[src/rtl/flash_cfg_pkg.sv]
package flash_cfg_pkg;
  // Command opcodes on the serial link
  localparam logic [7:0] OP_WRITE_EN = 8'h06;
  localparam logic [7:0] OP_VOL_WRITE_EN = 8'h50;
  localparam logic [7:0] OP_WRITE_DIS = 8'h04;
  localparam logic [7:0] OP_WRITE_STATUS = 8'h01;
  localparam logic [7:0] OP_READ_ONE = 8'h05;
  localparam logic [7:0] OP_READ_TWO = 8'h35;
  localparam logic [7:0] OP_READ_THREE = 8'h15;
  localparam logic [7:0] OP_SUSPEND = 8'h75;
  localparam logic [7:0] OP_RESUME = 8'h7a;
  localparam logic [7:0] OP_SOFT_RESET = 8'h99;
  // Field positions inside the status registers
  localparam int BUSY_BIT = 0;
  localparam int WRITE_LATCH_BIT = 1;
  localparam int PROTECT_LOW_BIT = 7;
  localparam int PROTECT_HIGH_BIT = 0;
  localparam int QUAD_ENABLE_BIT = 1;
  localparam int LOCK_LSB = 2;
  localparam int COMPLEMENT_BIT = 6;
  localparam int PAUSED_BIT = 7;
  localparam int LATENCY_LSB = 0;
  // Writable configuration masks
  localparam logic [7:0] ONE_CFG_MASK = 8'hfc;
  localparam logic [7:0] TWO_CFG_MASK = 8'h43;
  localparam logic [7:0] THREE_MASK = 8'h7f;
  // Reset values
  localparam logic [7:0] ONE_RESET = 8'h00;
  localparam logic [7:0] TWO_RESET = 8'h00;
  localparam logic [7:0] THREE_RESET = 8'h00;
  localparam logic [3:0] LOCK_RESET = 4'h1;
  // Legacy read latency figures
  localparam logic [3:0] LEGACY_FAST_DUMMY = 4'h8;
  localparam logic [3:0] LEGACY_DIO_DUMMY = 4'h0;
  localparam logic [3:0] LEGACY_QIO_DUMMY = 4'h4;
  localparam logic [3:0] DIO_MODE_CYCLES = 4'h4;
  localparam logic [3:0] QIO_MODE_CYCLES = 4'h2;
  // Host register map, byte addresses
  localparam logic [7:0] CTRL_OFFSET = 8'h00;
  localparam logic [7:0] DATA_OFFSET = 8'h04;
  localparam logic [7:0] STAT_OFFSET = 8'h08;
  localparam logic [7:0] PINS_OFFSET = 8'h0c;
  localparam logic [1:0] PINS_RESET = 2'h3;
  // Serial clock half period in pclk cycles
  localparam int SCK_HALF = 8;
endpackage

[src/rtl/spi_link_if.sv]
`timescale 1ns/100ps
`default_nettype none
interface spi_link_if;
  logic sck;
  logic cs_n;
  logic mosi;
  logic miso;
  logic wp_n;
  logic hold_n;
  modport host_end (output sck, output cs_n, output mosi, output wp_n, output hold_n,
    input miso);
  modport flash_end (input sck, input cs_n, input mosi, input wp_n, input hold_n,
    output miso);
endinterface
`default_nettype wire

[src/rtl/flash_status_protect_config.sv]
// What this block does
// protect bits at status two bit0, one bit7
// protect 00 ignores pin, latch allows writes
// protect 01 with pin low locks
// protect 01 with pin high allows writes
// protect 10 locks; power/reset clears it
// protect 11 locks status forever
// busy, latch, paused are read-only
// write enable then write targets non-volatile
// volatile enable targets volatile copies only
// volatile write leaves lock bits alone
// volatile status three ignores protect bits
// suspend command sets paused flag
// resume or power cycle clears paused
// lock bits at two[5:2], settable singly
// set lock bit never clears again
// lock zero is factory set
// quad enable zero keeps protect, hold
// quad enable one disables protect, hold
// host avoids quad enable on tied pins
// latency code drives fast read latency
// codes 1-15 literal, zero means legacy
// legacy dummy and mode cycle counts; only the dummy counts are output here
// host picks latency fitting its clock
// locked bits kept, unlocked bits updated
`timescale 1ns/100ps
`default_nettype none
module flash_status_protect_config (
  // Clock and reset
  input wire logic pclk,
  input wire logic presetn,
  // Serial link
  spi_link_if.flash_end link,
  // Array side
  input wire logic array_busy,
  input wire logic power_cycle,
  // Configuration seen by the array and read engine
  output logic suspended,
  output logic quad_lines_enable,
  output logic hold_active,
  output logic [3:0] secure_read_only,
  output logic [3:0] read_latency_code,
  output logic [3:0] fast_dummy,
  output logic [3:0] dio_dummy,
  output logic [3:0] qio_dummy
);
  // Pin synchronisers: wp_n, hold_n, mosi, cs_n, sck
  logic [4:0] pin_raw, s1_q, s2_q;
  logic sck_prev_q, cs_prev_q;
  // Receive side
  logic [2:0] bit_q;
  logic [7:0] shift_q, op_q, wr1_q, wr2_q, wr3_q;
  logic [1:0] nbytes_q;
  logic have_op_q;
  // Status storage
  logic [7:0] nv1_q, nv2_q, vol1_q, vol2_q, three_q;
  logic [3:0] lock_q;
  logic std_en_q, vwel_q, susp_q;
  // Transmit side
  logic [7:0] tx_q;
  logic miso_q;

  assign pin_raw = {link.wp_n, link.hold_n, link.mosi, link.cs_n, link.sck};

  // Two flops per pin before any logic looks at it
  always_ff @(posedge pclk or negedge presetn) begin
    if (!presetn) begin
      s1_q <= 5'h1a;
      s2_q <= 5'h1a;
      sck_prev_q <= 1'b0;
      cs_prev_q <= 1'b1;
    end else begin
      s1_q <= pin_raw;
      s2_q <= s1_q;
      sck_prev_q <= s2_q[0];
      cs_prev_q <= s2_q[1];
    end
  end

  // Decoded link events
  wire sck_s = s2_q[0];
  wire cs_s = s2_q[1];
  wire mosi_s = s2_q[2];
  wire hold_s = s2_q[3];
  wire wp_s = s2_q[4];
  wire quad_en = vol2_q[flash_cfg_pkg::QUAD_ENABLE_BIT];
  // hold pin active
  // quad mode drops hold
  wire paused = ~quad_en & ~hold_s;
  wire sck_rise = ~cs_s & ~paused & sck_s & ~sck_prev_q;
  wire sck_fall = ~cs_s & ~paused & ~sck_s & sck_prev_q;
  wire cs_rise = cs_s & ~cs_prev_q;
  wire [7:0] byte_in = {shift_q[6:0], mosi_s};
  wire byte_done = sck_rise & (bit_q == 3'h7);

  // Command decode, executed when the host deselects on a byte boundary
  wire exec = cs_rise & have_op_q & (bit_q == 3'h0);
  wire ex_wren = exec & (op_q == flash_cfg_pkg::OP_WRITE_EN);
  wire ex_vwren = exec & (op_q == flash_cfg_pkg::OP_VOL_WRITE_EN);
  wire ex_wrdi = exec & (op_q == flash_cfg_pkg::OP_WRITE_DIS);
  wire ex_wrsr = exec & (op_q == flash_cfg_pkg::OP_WRITE_STATUS);
  wire ex_susp = exec & (op_q == flash_cfg_pkg::OP_SUSPEND);
  wire ex_resume = exec & (op_q == flash_cfg_pkg::OP_RESUME);
  wire ex_reset = exec & (op_q == flash_cfg_pkg::OP_SOFT_RESET);
  // A status write is refused while the array is busy
  wire wr_go = ex_wrsr & ~array_busy & (nbytes_q != 2'h0);
  wire wr_nv = wr_go & std_en_q;
  wire wr_vol = wr_go & vwel_q & ~std_en_q;

  // protect pair location
  wire [1:0] srp = {vol2_q[flash_cfg_pkg::PROTECT_HIGH_BIT],
    vol1_q[flash_cfg_pkg::PROTECT_LOW_BIT]};
  wire wp_low = ~quad_en & ~wp_s;
  // software protection
  // pin low locks
  // pin high unlocks
  // lock-down state
  // one-time lock
  wire locked = (srp == 2'b11) | (srp == 2'b10) | ((srp == 2'b01) & wp_low);

  // masked merge keeps locked fields
  wire [7:0] new1 = (vol1_q & ~flash_cfg_pkg::ONE_CFG_MASK) |
    (wr1_q & flash_cfg_pkg::ONE_CFG_MASK);
  wire [7:0] new2 = (vol2_q & ~flash_cfg_pkg::TWO_CFG_MASK) |
    (wr2_q & flash_cfg_pkg::TWO_CFG_MASK);
  wire [7:0] nvn1 = (nv1_q & ~flash_cfg_pkg::ONE_CFG_MASK) |
    (wr1_q & flash_cfg_pkg::ONE_CFG_MASK);
  wire [7:0] nvn2 = (nv2_q & ~flash_cfg_pkg::TWO_CFG_MASK) |
    (wr2_q & flash_cfg_pkg::TWO_CFG_MASK);
  wire up1 = ~locked & (nbytes_q >= 2'h1);
  wire up2 = ~locked & (nbytes_q >= 2'h2);
  wire up3 = nbytes_q == 2'h3;
  // Power cycle or soft reset reload volatile copies
  wire reload = power_cycle | ex_reset;
  wire nv_lockdown = (nv2_q[flash_cfg_pkg::PROTECT_HIGH_BIT] == 1'b1) &
    (nv1_q[flash_cfg_pkg::PROTECT_LOW_BIT] == 1'b0);

  // Read-back values
  // volatile read-only bits
  wire [7:0] rd1 = {vol1_q[7:2], std_en_q | vwel_q, array_busy};
  wire [7:0] rd2 = {susp_q, vol2_q[flash_cfg_pkg::COMPLEMENT_BIT], lock_q, vol2_q[1:0]};
  wire is_rd1 = byte_in == flash_cfg_pkg::OP_READ_ONE;
  wire is_rd2 = byte_in == flash_cfg_pkg::OP_READ_TWO;
  wire is_rd3 = byte_in == flash_cfg_pkg::OP_READ_THREE;
  wire [7:0] rd_sel = is_rd1 ? rd1 : is_rd2 ? rd2 : is_rd3 ? three_q : 8'h00;

  // Shift in command and data bytes, MSB first
  always_ff @(posedge pclk or negedge presetn) begin
    if (!presetn) begin
      bit_q <= 3'h0;
      shift_q <= 8'h00;
      op_q <= 8'h00;
      have_op_q <= 1'b0;
      nbytes_q <= 2'h0;
      wr1_q <= 8'h00;
      wr2_q <= 8'h00;
      wr3_q <= 8'h00;
    end else if (cs_s) begin
      bit_q <= 3'h0;
      have_op_q <= 1'b0;
      nbytes_q <= 2'h0;
    end else if (sck_rise) begin
      bit_q <= bit_q + 3'h1;
      shift_q <= byte_in;
      if (byte_done && !have_op_q) begin
        op_q <= byte_in;
        have_op_q <= 1'b1;
      end else if (byte_done && nbytes_q != 2'h3) begin
        nbytes_q <= nbytes_q + 2'h1;
        if (nbytes_q == 2'h0) wr1_q <= byte_in;
        if (nbytes_q == 2'h1) wr2_q <= byte_in;
        if (nbytes_q == 2'h2) wr3_q <= byte_in;
      end
    end
  end

  // Write latches; any status write or disable clears both
  // standard enable selects non-volatile
  // volatile enable selects volatile
  always_ff @(posedge pclk or negedge presetn) begin
    if (!presetn) begin
      std_en_q <= 1'b0;
      vwel_q <= 1'b0;
    end else if (reload || ex_wrdi || ex_wrsr) begin
      std_en_q <= 1'b0;
      vwel_q <= 1'b0;
    end else if (ex_wren) begin
      std_en_q <= 1'b1;
      vwel_q <= 1'b0;
    end else if (ex_vwren) begin
      vwel_q <= 1'b1;
    end
  end

  // suspend sets paused flag
  // resume or power cycle clears, set wins
  always_ff @(posedge pclk or negedge presetn) begin
    if (!presetn) susp_q <= 1'b0;
    else susp_q <= ex_susp | (susp_q & ~ex_resume & ~power_cycle);
  end

  // Non-volatile and volatile configuration copies
  always_ff @(posedge pclk or negedge presetn) begin
    if (!presetn) begin
      nv1_q <= flash_cfg_pkg::ONE_RESET;
      nv2_q <= flash_cfg_pkg::TWO_RESET;
      vol1_q <= flash_cfg_pkg::ONE_RESET;
      vol2_q <= flash_cfg_pkg::TWO_RESET;
      three_q <= flash_cfg_pkg::THREE_RESET;
    end else if (reload) begin
      // lock-down returns to unprotected
      if (nv_lockdown) begin
        nv2_q[flash_cfg_pkg::PROTECT_HIGH_BIT] <= 1'b0;
        vol2_q <= nv2_q & ~8'h01;
      end else begin
        vol2_q <= nv2_q;
      end
      vol1_q <= nv1_q;
      if (power_cycle) three_q <= flash_cfg_pkg::THREE_RESET;
    end else begin
      // non-volatile write updates both copies
      if (wr_nv && up1) begin
        nv1_q <= nvn1;
        vol1_q <= new1;
      end
      if (wr_nv && up2) begin
        nv2_q <= nvn2;
        vol2_q <= new2;
      end
      // volatile write stays volatile
      if (wr_vol && up1) vol1_q <= new1;
      if (wr_vol && up2) vol2_q <= new2;
      // status three ignores protection
      if ((wr_nv || wr_vol) && up3) three_q <= wr3_q & flash_cfg_pkg::THREE_MASK;
    end
  end

  // Lock bits are one-time: only ever OR-ed in
  // volatile writes skip lock bits
  // individual lock set
  // never returns to zero
  // lock zero factory set
  always_ff @(posedge pclk or negedge presetn) begin
    if (!presetn) lock_q <= flash_cfg_pkg::LOCK_RESET;
    else if (wr_nv && up2) lock_q <= lock_q | wr2_q[5:2];
  end

  // Status read-out; byte repeats while the host keeps clocking
  always_ff @(posedge pclk or negedge presetn) begin
    if (!presetn) begin
      tx_q <= 8'h00;
      miso_q <= 1'b0;
    end else if (cs_s) begin
      tx_q <= 8'h00;
      miso_q <= 1'b0;
    end else if (byte_done && !have_op_q) begin
      tx_q <= rd_sel;
    end else if (sck_fall) begin
      miso_q <= tx_q[7];
      tx_q <= {tx_q[6:0], tx_q[7]};
    end
  end
  assign link.miso = miso_q;

  // Registered view of the configuration for the read engine
  // latency code out
  // zero selects legacy
  // legacy dummy counts
  always_ff @(posedge pclk or negedge presetn) begin
    if (!presetn) begin
      suspended <= 1'b0;
      quad_lines_enable <= 1'b0;
      hold_active <= 1'b0;
      secure_read_only <= flash_cfg_pkg::LOCK_RESET;
      read_latency_code <= 4'h0;
      fast_dummy <= flash_cfg_pkg::LEGACY_FAST_DUMMY;
      dio_dummy <= flash_cfg_pkg::LEGACY_DIO_DUMMY;
      qio_dummy <= flash_cfg_pkg::LEGACY_QIO_DUMMY;
    end else begin
      suspended <= susp_q;
      quad_lines_enable <= quad_en;
      hold_active <= paused;
      secure_read_only <= lock_q;
      read_latency_code <= three_q[3:0];
      fast_dummy <= (three_q[3:0] == 4'h0) ? flash_cfg_pkg::LEGACY_FAST_DUMMY : three_q[3:0];
      dio_dummy <= (three_q[3:0] == 4'h0) ? flash_cfg_pkg::LEGACY_DIO_DUMMY : three_q[3:0];
      qio_dummy <= (three_q[3:0] == 4'h0) ? flash_cfg_pkg::LEGACY_QIO_DUMMY : three_q[3:0];
    end
  end
endmodule
`default_nettype wire

[src/flat_wrapper.sv]
// flat-port wrapper written by rule: the top's interface ports become plain ports
module flash_status_protect_config_flat 
  (pclk, presetn, array_busy, power_cycle, suspended, quad_lines_enable, hold_active, secure_read_only, read_latency_code, fast_dummy, dio_dummy, qio_dummy, link_sck, link_cs_n, link_mosi, link_wp_n, link_hold_n, link_miso);
  spi_link_if link_i ();
  input wire logic pclk;
  input wire logic presetn;
  input wire logic array_busy;
  input wire logic power_cycle;
  output logic suspended;
  output logic quad_lines_enable;
  output logic hold_active;
  output logic [3:0] secure_read_only;
  output logic [3:0] read_latency_code;
  output logic [3:0] fast_dummy;
  output logic [3:0] dio_dummy;
  output logic [3:0] qio_dummy;
  input wire logic [$bits(link_i.sck)-1:0] link_sck;
  input wire logic [$bits(link_i.cs_n)-1:0] link_cs_n;
  input wire logic [$bits(link_i.mosi)-1:0] link_mosi;
  input wire logic [$bits(link_i.wp_n)-1:0] link_wp_n;
  input wire logic [$bits(link_i.hold_n)-1:0] link_hold_n;
  output wire logic [$bits(link_i.miso)-1:0] link_miso;
  assign link_i.sck = link_sck;
  assign link_i.cs_n = link_cs_n;
  assign link_i.mosi = link_mosi;
  assign link_i.wp_n = link_wp_n;
  assign link_i.hold_n = link_hold_n;
  assign link_miso = link_i.miso;
  flash_status_protect_config u_core (.pclk(pclk), .presetn(presetn), .link(link_i), .array_busy(array_busy), .power_cycle(power_cycle), .suspended(suspended), .quad_lines_enable(quad_lines_enable), .hold_active(hold_active), .secure_read_only(secure_read_only), .read_latency_code(read_latency_code), .fast_dummy(fast_dummy), .dio_dummy(dio_dummy), .qio_dummy(qio_dummy));
endmodule
[config.mk]
export PLATFORM = sky130hd
export DESIGN_NAME = flash_status_protect_config_flat
export DESIGN_NICKNAME = d
export VERILOG_FILES = /design/src/rtl/flash_cfg_pkg.sv /design/src/rtl/spi_link_if.sv /design/src/rtl/flash_status_protect_config.sv /design/src/flat_wrapper.sv
export SDC_FILE = /design/constraint.sdc
export NUM_CORES = 1
export LEC_CHECK = 0
export BUFFER_PORTS_ARGS = -buffer_cell sky130_fd_sc_hd__buf_2
export CAP_MARGIN = 20
export CORE_MARGIN = 10
export CORE_UTILIZATION = 60
export DETAILED_ROUTE_END_ITERATION = 8
export PLACE_DENSITY = 0.75
export SYNTH_ARGS = -nofsm -noshare
export SYNTH_HDL_FRONTEND = slang
export SYNTH_SLANG_ARGS = --single-unit
export TNS_END_PERCENT = 1
[constraint.sdc]
create_clock -name pclk -period 2.95 [get_ports pclk]
set_input_delay 0.59 -clock pclk [delete_from_list [all_inputs] [get_ports pclk]]
set_output_delay 0.59 -clock pclk [all_outputs]
set_load 0.005 [all_outputs]
## Word level (Yosys, flattened, before mapping)

Index checks and enable logic that the tools add are counted.
W data, S select, Z words.

| cells by class | value |
|---|---|
| eq/ne operators | 21 |
| add/sub/neg operators | 2 |
| order comparisons | 2 |
| reductions and logical operators | 38 |
| bitwise gates (word level) | 55 |
| muxes and demuxes | 39 |

Operators with widths:

| cell | count |
|---|---|
| $mux W8 | 15 |
| $and A1 B1 Y1 | 29 |
| $eq A8 B3 Y1 const B | 3 |
| $eq A8 B7 Y1 const B | 3 |
| $not A1 Y1 | 16 |
| $or A2 B8 Y8 | 2 |
| $or A8 B7 Y8 | 2 |
| $reduce_bool A2 Y1 | 8 |
| $mux W1 | 15 |
| $reduce_and A5 Y1 | 3 |
| $reduce_and A2 Y1 | 7 |
| $mux W4 | 3 |
| $reduce_bool A3 Y1 | 4 |
| $eq A2 B2 Y1 const B | 4 |
| $eq A8 B1 Y1 const B | 1 |
| $eq A8 B5 Y1 const B | 1 |
| $eq A8 B6 Y1 const B | 1 |
| $eq A8 B8 Y1 const B | 1 |
| $mux W2 | 4 |
| $logic_and A1 B1 Y1 | 7 |
| $mux W3 | 2 |
| $ne A2 B2 Y1 const B | 3 |
| $reduce_and A3 Y1 | 2 |
| $or A1 B1 Y1 | 5 |
| 13 further kinds | 16 |

| word-level totals | value |
|---|---|
| bits in registers | 134 |
| logic and storage cells | 189 |
| bits of input ports | 9 |
| output and inout bits | 24 |

## Longest topological paths before layout

| depth | value |
|---|---|
| depth after elaboration | 13 |
| mapped depth | 8 |
| gate-level depth less buffers | 6 |

## Least setup slack after synthesis

No wires, ideal clock.

| path | value |
|---|---|
| path type | input to register |
| start | input port array_busy |
| end | register u_core.vol2_q[1] |
| required time | 2.809 ns |
| setup time | 0.141 ns |
| slack | 0.683 ns |
| buffers on the path | 1 |
| arrival | 2.126 ns |
| stages | 5 |
| path through | or4b_4 > or4_4 > buf_6 > o41ai_1 > a31oi_1 |

| between the ends | value |
|---|---|
| longest elaborated chain between the ends | 8 |
| elaborated cells on any way between the ends | 11 |

Ends and longest elaborated chain:

| element | line | RTL |
|---|---|---|
| from (decl) | flat_wrapper.sv:7 | `input wire logic array_busy;` |
| $not A1 Y1 * | flash_status_protect_config.sv:106 | `wire wr_go = ex_wrsr & ~array_busy & (nbytes_q != 2'h0);` |
| $and A1 B1 Y1 * (2 in a row) | flash_status_protect_config.sv:106 |  |
| $and A1 B1 Y1 (2 in a row) | flash_status_protect_config.sv:108 | `wire wr_vol = wr_go & vwel_q & ~std_en_q;` |
| $logic_and A1 B1 Y1 | flash_status_protect_config.sv:232 | `if (wr_vol && up2) vol2_q <= new2;` |
| $mux W8 | flash_status_protect_config.sv:232 |  |
| $mux W8 | flash_status_protect_config.sv:210 | `end else if (reload) begin` |
| to (signal assigned) | flash_status_protect_config.sv:208 | `vol2_q <= flash_cfg_pkg::TWO_RESET;` |
| to (signal assigned) | flash_status_protect_config.sv:214 | `vol2_q <= nv2_q & ~8'h01;` |
| to (signal assigned) | flash_status_protect_config.sv:232 |  |
| to (decl) | flash_status_protect_config.sv:56 | `logic [7:0] nv1_q, nv2_q, vol1_q, vol2_q, three_q;` |

Every way passes the cells marked *; elsewhere a longest branch is shown, timed or not.
A chain may end at the register's enable or synchronous reset.

## Worst setup path in the final report

| path | value |
|---|---|
| start | register u_core.op_q[5] |
| end | register u_core.three_q[5] |

| between the ends | value |
|---|---|
| longest elaborated chain between the ends | 10 |
| elaborated cells on any way between the ends | 16 |

Ends and longest elaborated chain:

| element | line | RTL |
|---|---|---|
| from (decl) | flash_status_protect_config.sv:52 | `logic [7:0] shift_q, op_q, wr1_q, wr2_q, wr3_q;` |
| from (signal assigned) | flash_status_protect_config.sv:166 | `op_q <= byte_in;` |
| $eq A8 B1 Y1 | flash_status_protect_config.sv:101 | `wire ex_wrsr = exec & (op_q == flash_cfg_pkg::OP_WRITE_STATUS);` |
| $and A1 B1 Y1 | flash_status_protect_config.sv:101 |  |
| $and A1 B1 Y1 (2 in a row) | flash_status_protect_config.sv:106 |  |
| $and A1 B1 Y1 (2 in a row) | flash_status_protect_config.sv:108 |  |
| $logic_or A1 B1 Y1 | flash_status_protect_config.sv:234 | `if ((wr_nv \|\| wr_vol) && up3) three_q <= wr3_q & flash_cfg_pkg::THREE_MASK;` |
| $logic_and A1 B1 Y1 | flash_status_protect_config.sv:234 |  |
| $reduce_bool A2 Y1 (no line) | - |  |
| $reduce_and A2 Y1 (no line) | - |  |
| to (signal assigned) | flash_status_protect_config.sv:209 | `three_q <= flash_cfg_pkg::THREE_RESET;` |
| to (signal assigned) | flash_status_protect_config.sv:219 | `if (power_cycle) three_q <= flash_cfg_pkg::THREE_RESET;` |
| to (signal assigned) | flash_status_protect_config.sv:234 |  |
| to (decl) | flash_status_protect_config.sv:56 |  |

Parallel ways exist; a longest one is shown, timed or not.

==> impl_results.md <==
* TritonCTS clock tree: yes
* Buf+Inv Stages, Crit Path at 0
* CP peak stage delay at ~0.7 ns
* Synth unique cells at just under 60
* Setup bufs post-CTS at 0
* Yosys warnings at 0
* Wire length per cell at roughly 19 um
* Die ar. at 12100 sq um
* Fin crit period at 2.43 ns
* WHS at 0.214 ns
* Final period util at 0.825
* CTS Buf Count at 9
* H-Tree Level Count at 3
* Die height at between 100 and 150 um
* Post-CTS sizing at 0
* Global-route wire length before repair at 16.4 mm
* Antenna Cells at 0
* Skew final at about 0.010 ns
* IO Pins at 33
* Worst Setup End Kind: flip-flop
* CP max stage cell: or4_1
* Max VDD drop at between 0.0003 and 0.0004 V
* Ratio of cells with drive above 1 in the final layout at 0.289
* Synthesized instance count at 399
* CTS max path bufs at 2
* FMAX at 411 MHz
* Syn Area/Cell at between 10 and 15 sq um
* RSZ-0062 raised after global routing: no
* DRT antenna net count at 0
* Final setup fails at 0
* Critical path data arrival time at 2.70 ns
* Routed via count at 3113
* Largest net degree at the start of global routing at a little under 50
* Grt ovf at 0
* CTS Root Cell: clkbuf_8
* Hpwl dp at 7.03 mm
* # rows at 32
* Leakage Power at 2.55 nW
* Post-route DRC at 0
* Worst-path clk slew at approximately 0.1 ns
* Gpl congestion at 0.915
* Dpl cell area at roughly 5000 sq um
* Cell area after layout at about 5200 sq um
* Total placed cells including tap cells at slightly above 500
* Layout Utilization at 0.671
* Initial Util at 0.620
* Nets at between 400 and 500
* Post-CTS Hold Buffers at 0
* Area delta synth->final at 8.11%
* Vias per cell at between 5 and 6
* Status: finished, final reports clean
* CP startpoint kind: flip-flop
* Initial antenna violation count at 0
* DR pass1 iterations at 4
* Input/output buffers at 32
* Measured slew at the worst slew-check pin at approximately 0.94 ns
* Count of pins over their slew limit at 0
* Slew HR at 0.370
* Most area-hungry cell type in the Yosys netlist: dfrtp_1
* Kind of critical path: reg -> reg
* Top delay family on crit path: simple AND/OR/NAND/NOR gates
* Syn_nets at ~420
* Synth Flop Type: dfrtp_1
* FF+latch count, synth at 111
* Vias in the first global route at ~3.2k
* Worst path cell trace: or4_1 > nor3_4 > nand4_1 > mux2_2
* Core area at between 7000 and 8000 sq um
* Ys async rst share at 1.00
* Worst Path Max Fanout at 8
* Clock Sinks at about 110
* Post-synth EDFFs at 0
* Hold Vio Cnt, Final at 0
* Max-cap violation count at 0
* Sequential-to-total area share from yosys stat at 0.576
* Setup_tns at 0 ns
* Top cells by area, synth: dfrtp_1 52%, mux2_2 9.3%, dfstp_2 6.0%
* WP data required at between 3 and 4 ns
* Total Wirelength at between 9 and 10 mm
* Drt initial violations at between 200 and 300
* DIE WIDTH at between 100 and 150 um
* Synth Cell Area at 4840 sq um
* Fin cells at 527
* PD cells at 543 nW/um^2
* Clk Latency, worst-skew pair at roughly 0.37 ns
* Hold Crit Class: in -> async
* Total GRT Usage at 0.175
* Top cell type's share of synthesized area at 0.517
layout by cell type, fill, tap and decap left out, types with 10 or more instances in the layout:
cell	netlist	routed
a21oi_1	17	17
a31oi_1	10	10
buf_2	2	32
dfrtp_1	100	100
dfstp_2	11	11
inv_1	14	14
mux2_2	40	40
mux2i_1	12	12
nand2_1	32	32
nand4_1	11	11
nor2_1	14	14
worst paths after layout:
check,to,slack (ns),from,cells after the start
max reg2reg,u_core.three_q[5]$_DFFE_PN0P_,0.52,u_core.op_q[5]$_DFFE_PN0P_,4
min,u_core.tx_q[4]$_DFFE_PN0P_,0.21,presetn,1
min reg2reg,u_core.s2_q[0]$_DFF_PN0_,0.36,u_core.s1_q[0]$_DFF_PN0_,0
min in group pclk,u_core.s1_q[4]$_DFF_PN1_,0.30,link_wp_n,1
max in group asynchronous,u_core.fast_dummy[3]$_DFF_PN1_,1.96,presetn,2
max,u_core.three_q[5]$_DFFE_PN0P_,0.52,u_core.op_q[5]$_DFFE_PN0P_,4
cells by family (layout without fill, tap and decap cells):
kind of cell               Yosys count  in the layout  synth area share
muxes                               54             54             0.122
adders and majority gates            7              7            0.0181
and+or+nand+nor                    112            112             0.140
xor gates and xnor gates             3              3           0.00543
buffers and inverters               44             70            0.0416
AOI/OAI and AO/OA                   68             68            0.0958
DFF                                111            111             0.576
registers in the layout, summed over array words and instances (netlist names), 5 cells and up:
register and flops:
u_core.wr3_q 7, u_core.tx_q 8, u_core.op_q 8, u_core.wr1_q 6, u_core.shift_q 7, u_core.vol1_q 6
u_core.nv1_q 6, u_core.s2_q 5, u_core.s1_q 5, u_core.three_q 7, u_core.wr2_q 7
cell usage after synthesis (2+ instances only):
cell type    n
dfrtp_1    100
mux2_2      40
nand2_1     32
clkbuf_1    19
a21oi_1     17
inv_1       14
nor2_1      14
mux2i_1     12
dfstp_2     11
nand4_1     11
a31oi_1     10
buf_4        7
ha_1         7
nor3_1       7
o31ai_1      7
a2bb2oi_1    6
nor2b_1      6
o22a_1       6
nor4_1       5
a21o_1       4
nand3_1      4
o21ai_0      4
or2_2        4
nor3b_1      3
o22ai_1      3
xnor2_1      3
a22oi_1      2
and2_1       2
buf_2        2
mux2_1       2
nand2b_1     2
nor4_2       2
nor4bb_1     2
o21bai_1     2
o41ai_1      2
or4_1        2
power breakdown:
group	switching, mW	internal, mW	leakage (nW)
Sequential	0.135	1.58	1.47
Clock	0.530	0.318	0.0877
Combinational	0.140	0.134	0.989
metal layers:
layer / share of wire / track usage / vias up
met5: 0 / 0 / -
met4: 0.022 / 0.0753 / 0
met3: 0.051 / 0.0316 / 20
met2: 0.48 / 0.271 / 82
met1: 0.45 / 0.237 / 1543
li1: - / - / 1468
metrics by stage:
step | setup WS, ns | power, mW
after floorplan | 0.683 | 1.88
after global placement | 0.520 | 2.02
after detailed placement | 0.486 | 2.03
after CTS | 0.538 | 2.86
after global routing | 0.430 | 2.97
final | 0.517 | 2.84
layout make-up:
class	count	area (sq um)
clock buffers	9	124
repair buffers	40	233
flip-flops and latches	111	2790
well taps	102	128
clock inverters	7	57.6
fillers	603	2570
multi-input cells	244	1850
inverters	14	52.6
(Power assumes the default switching activity.)
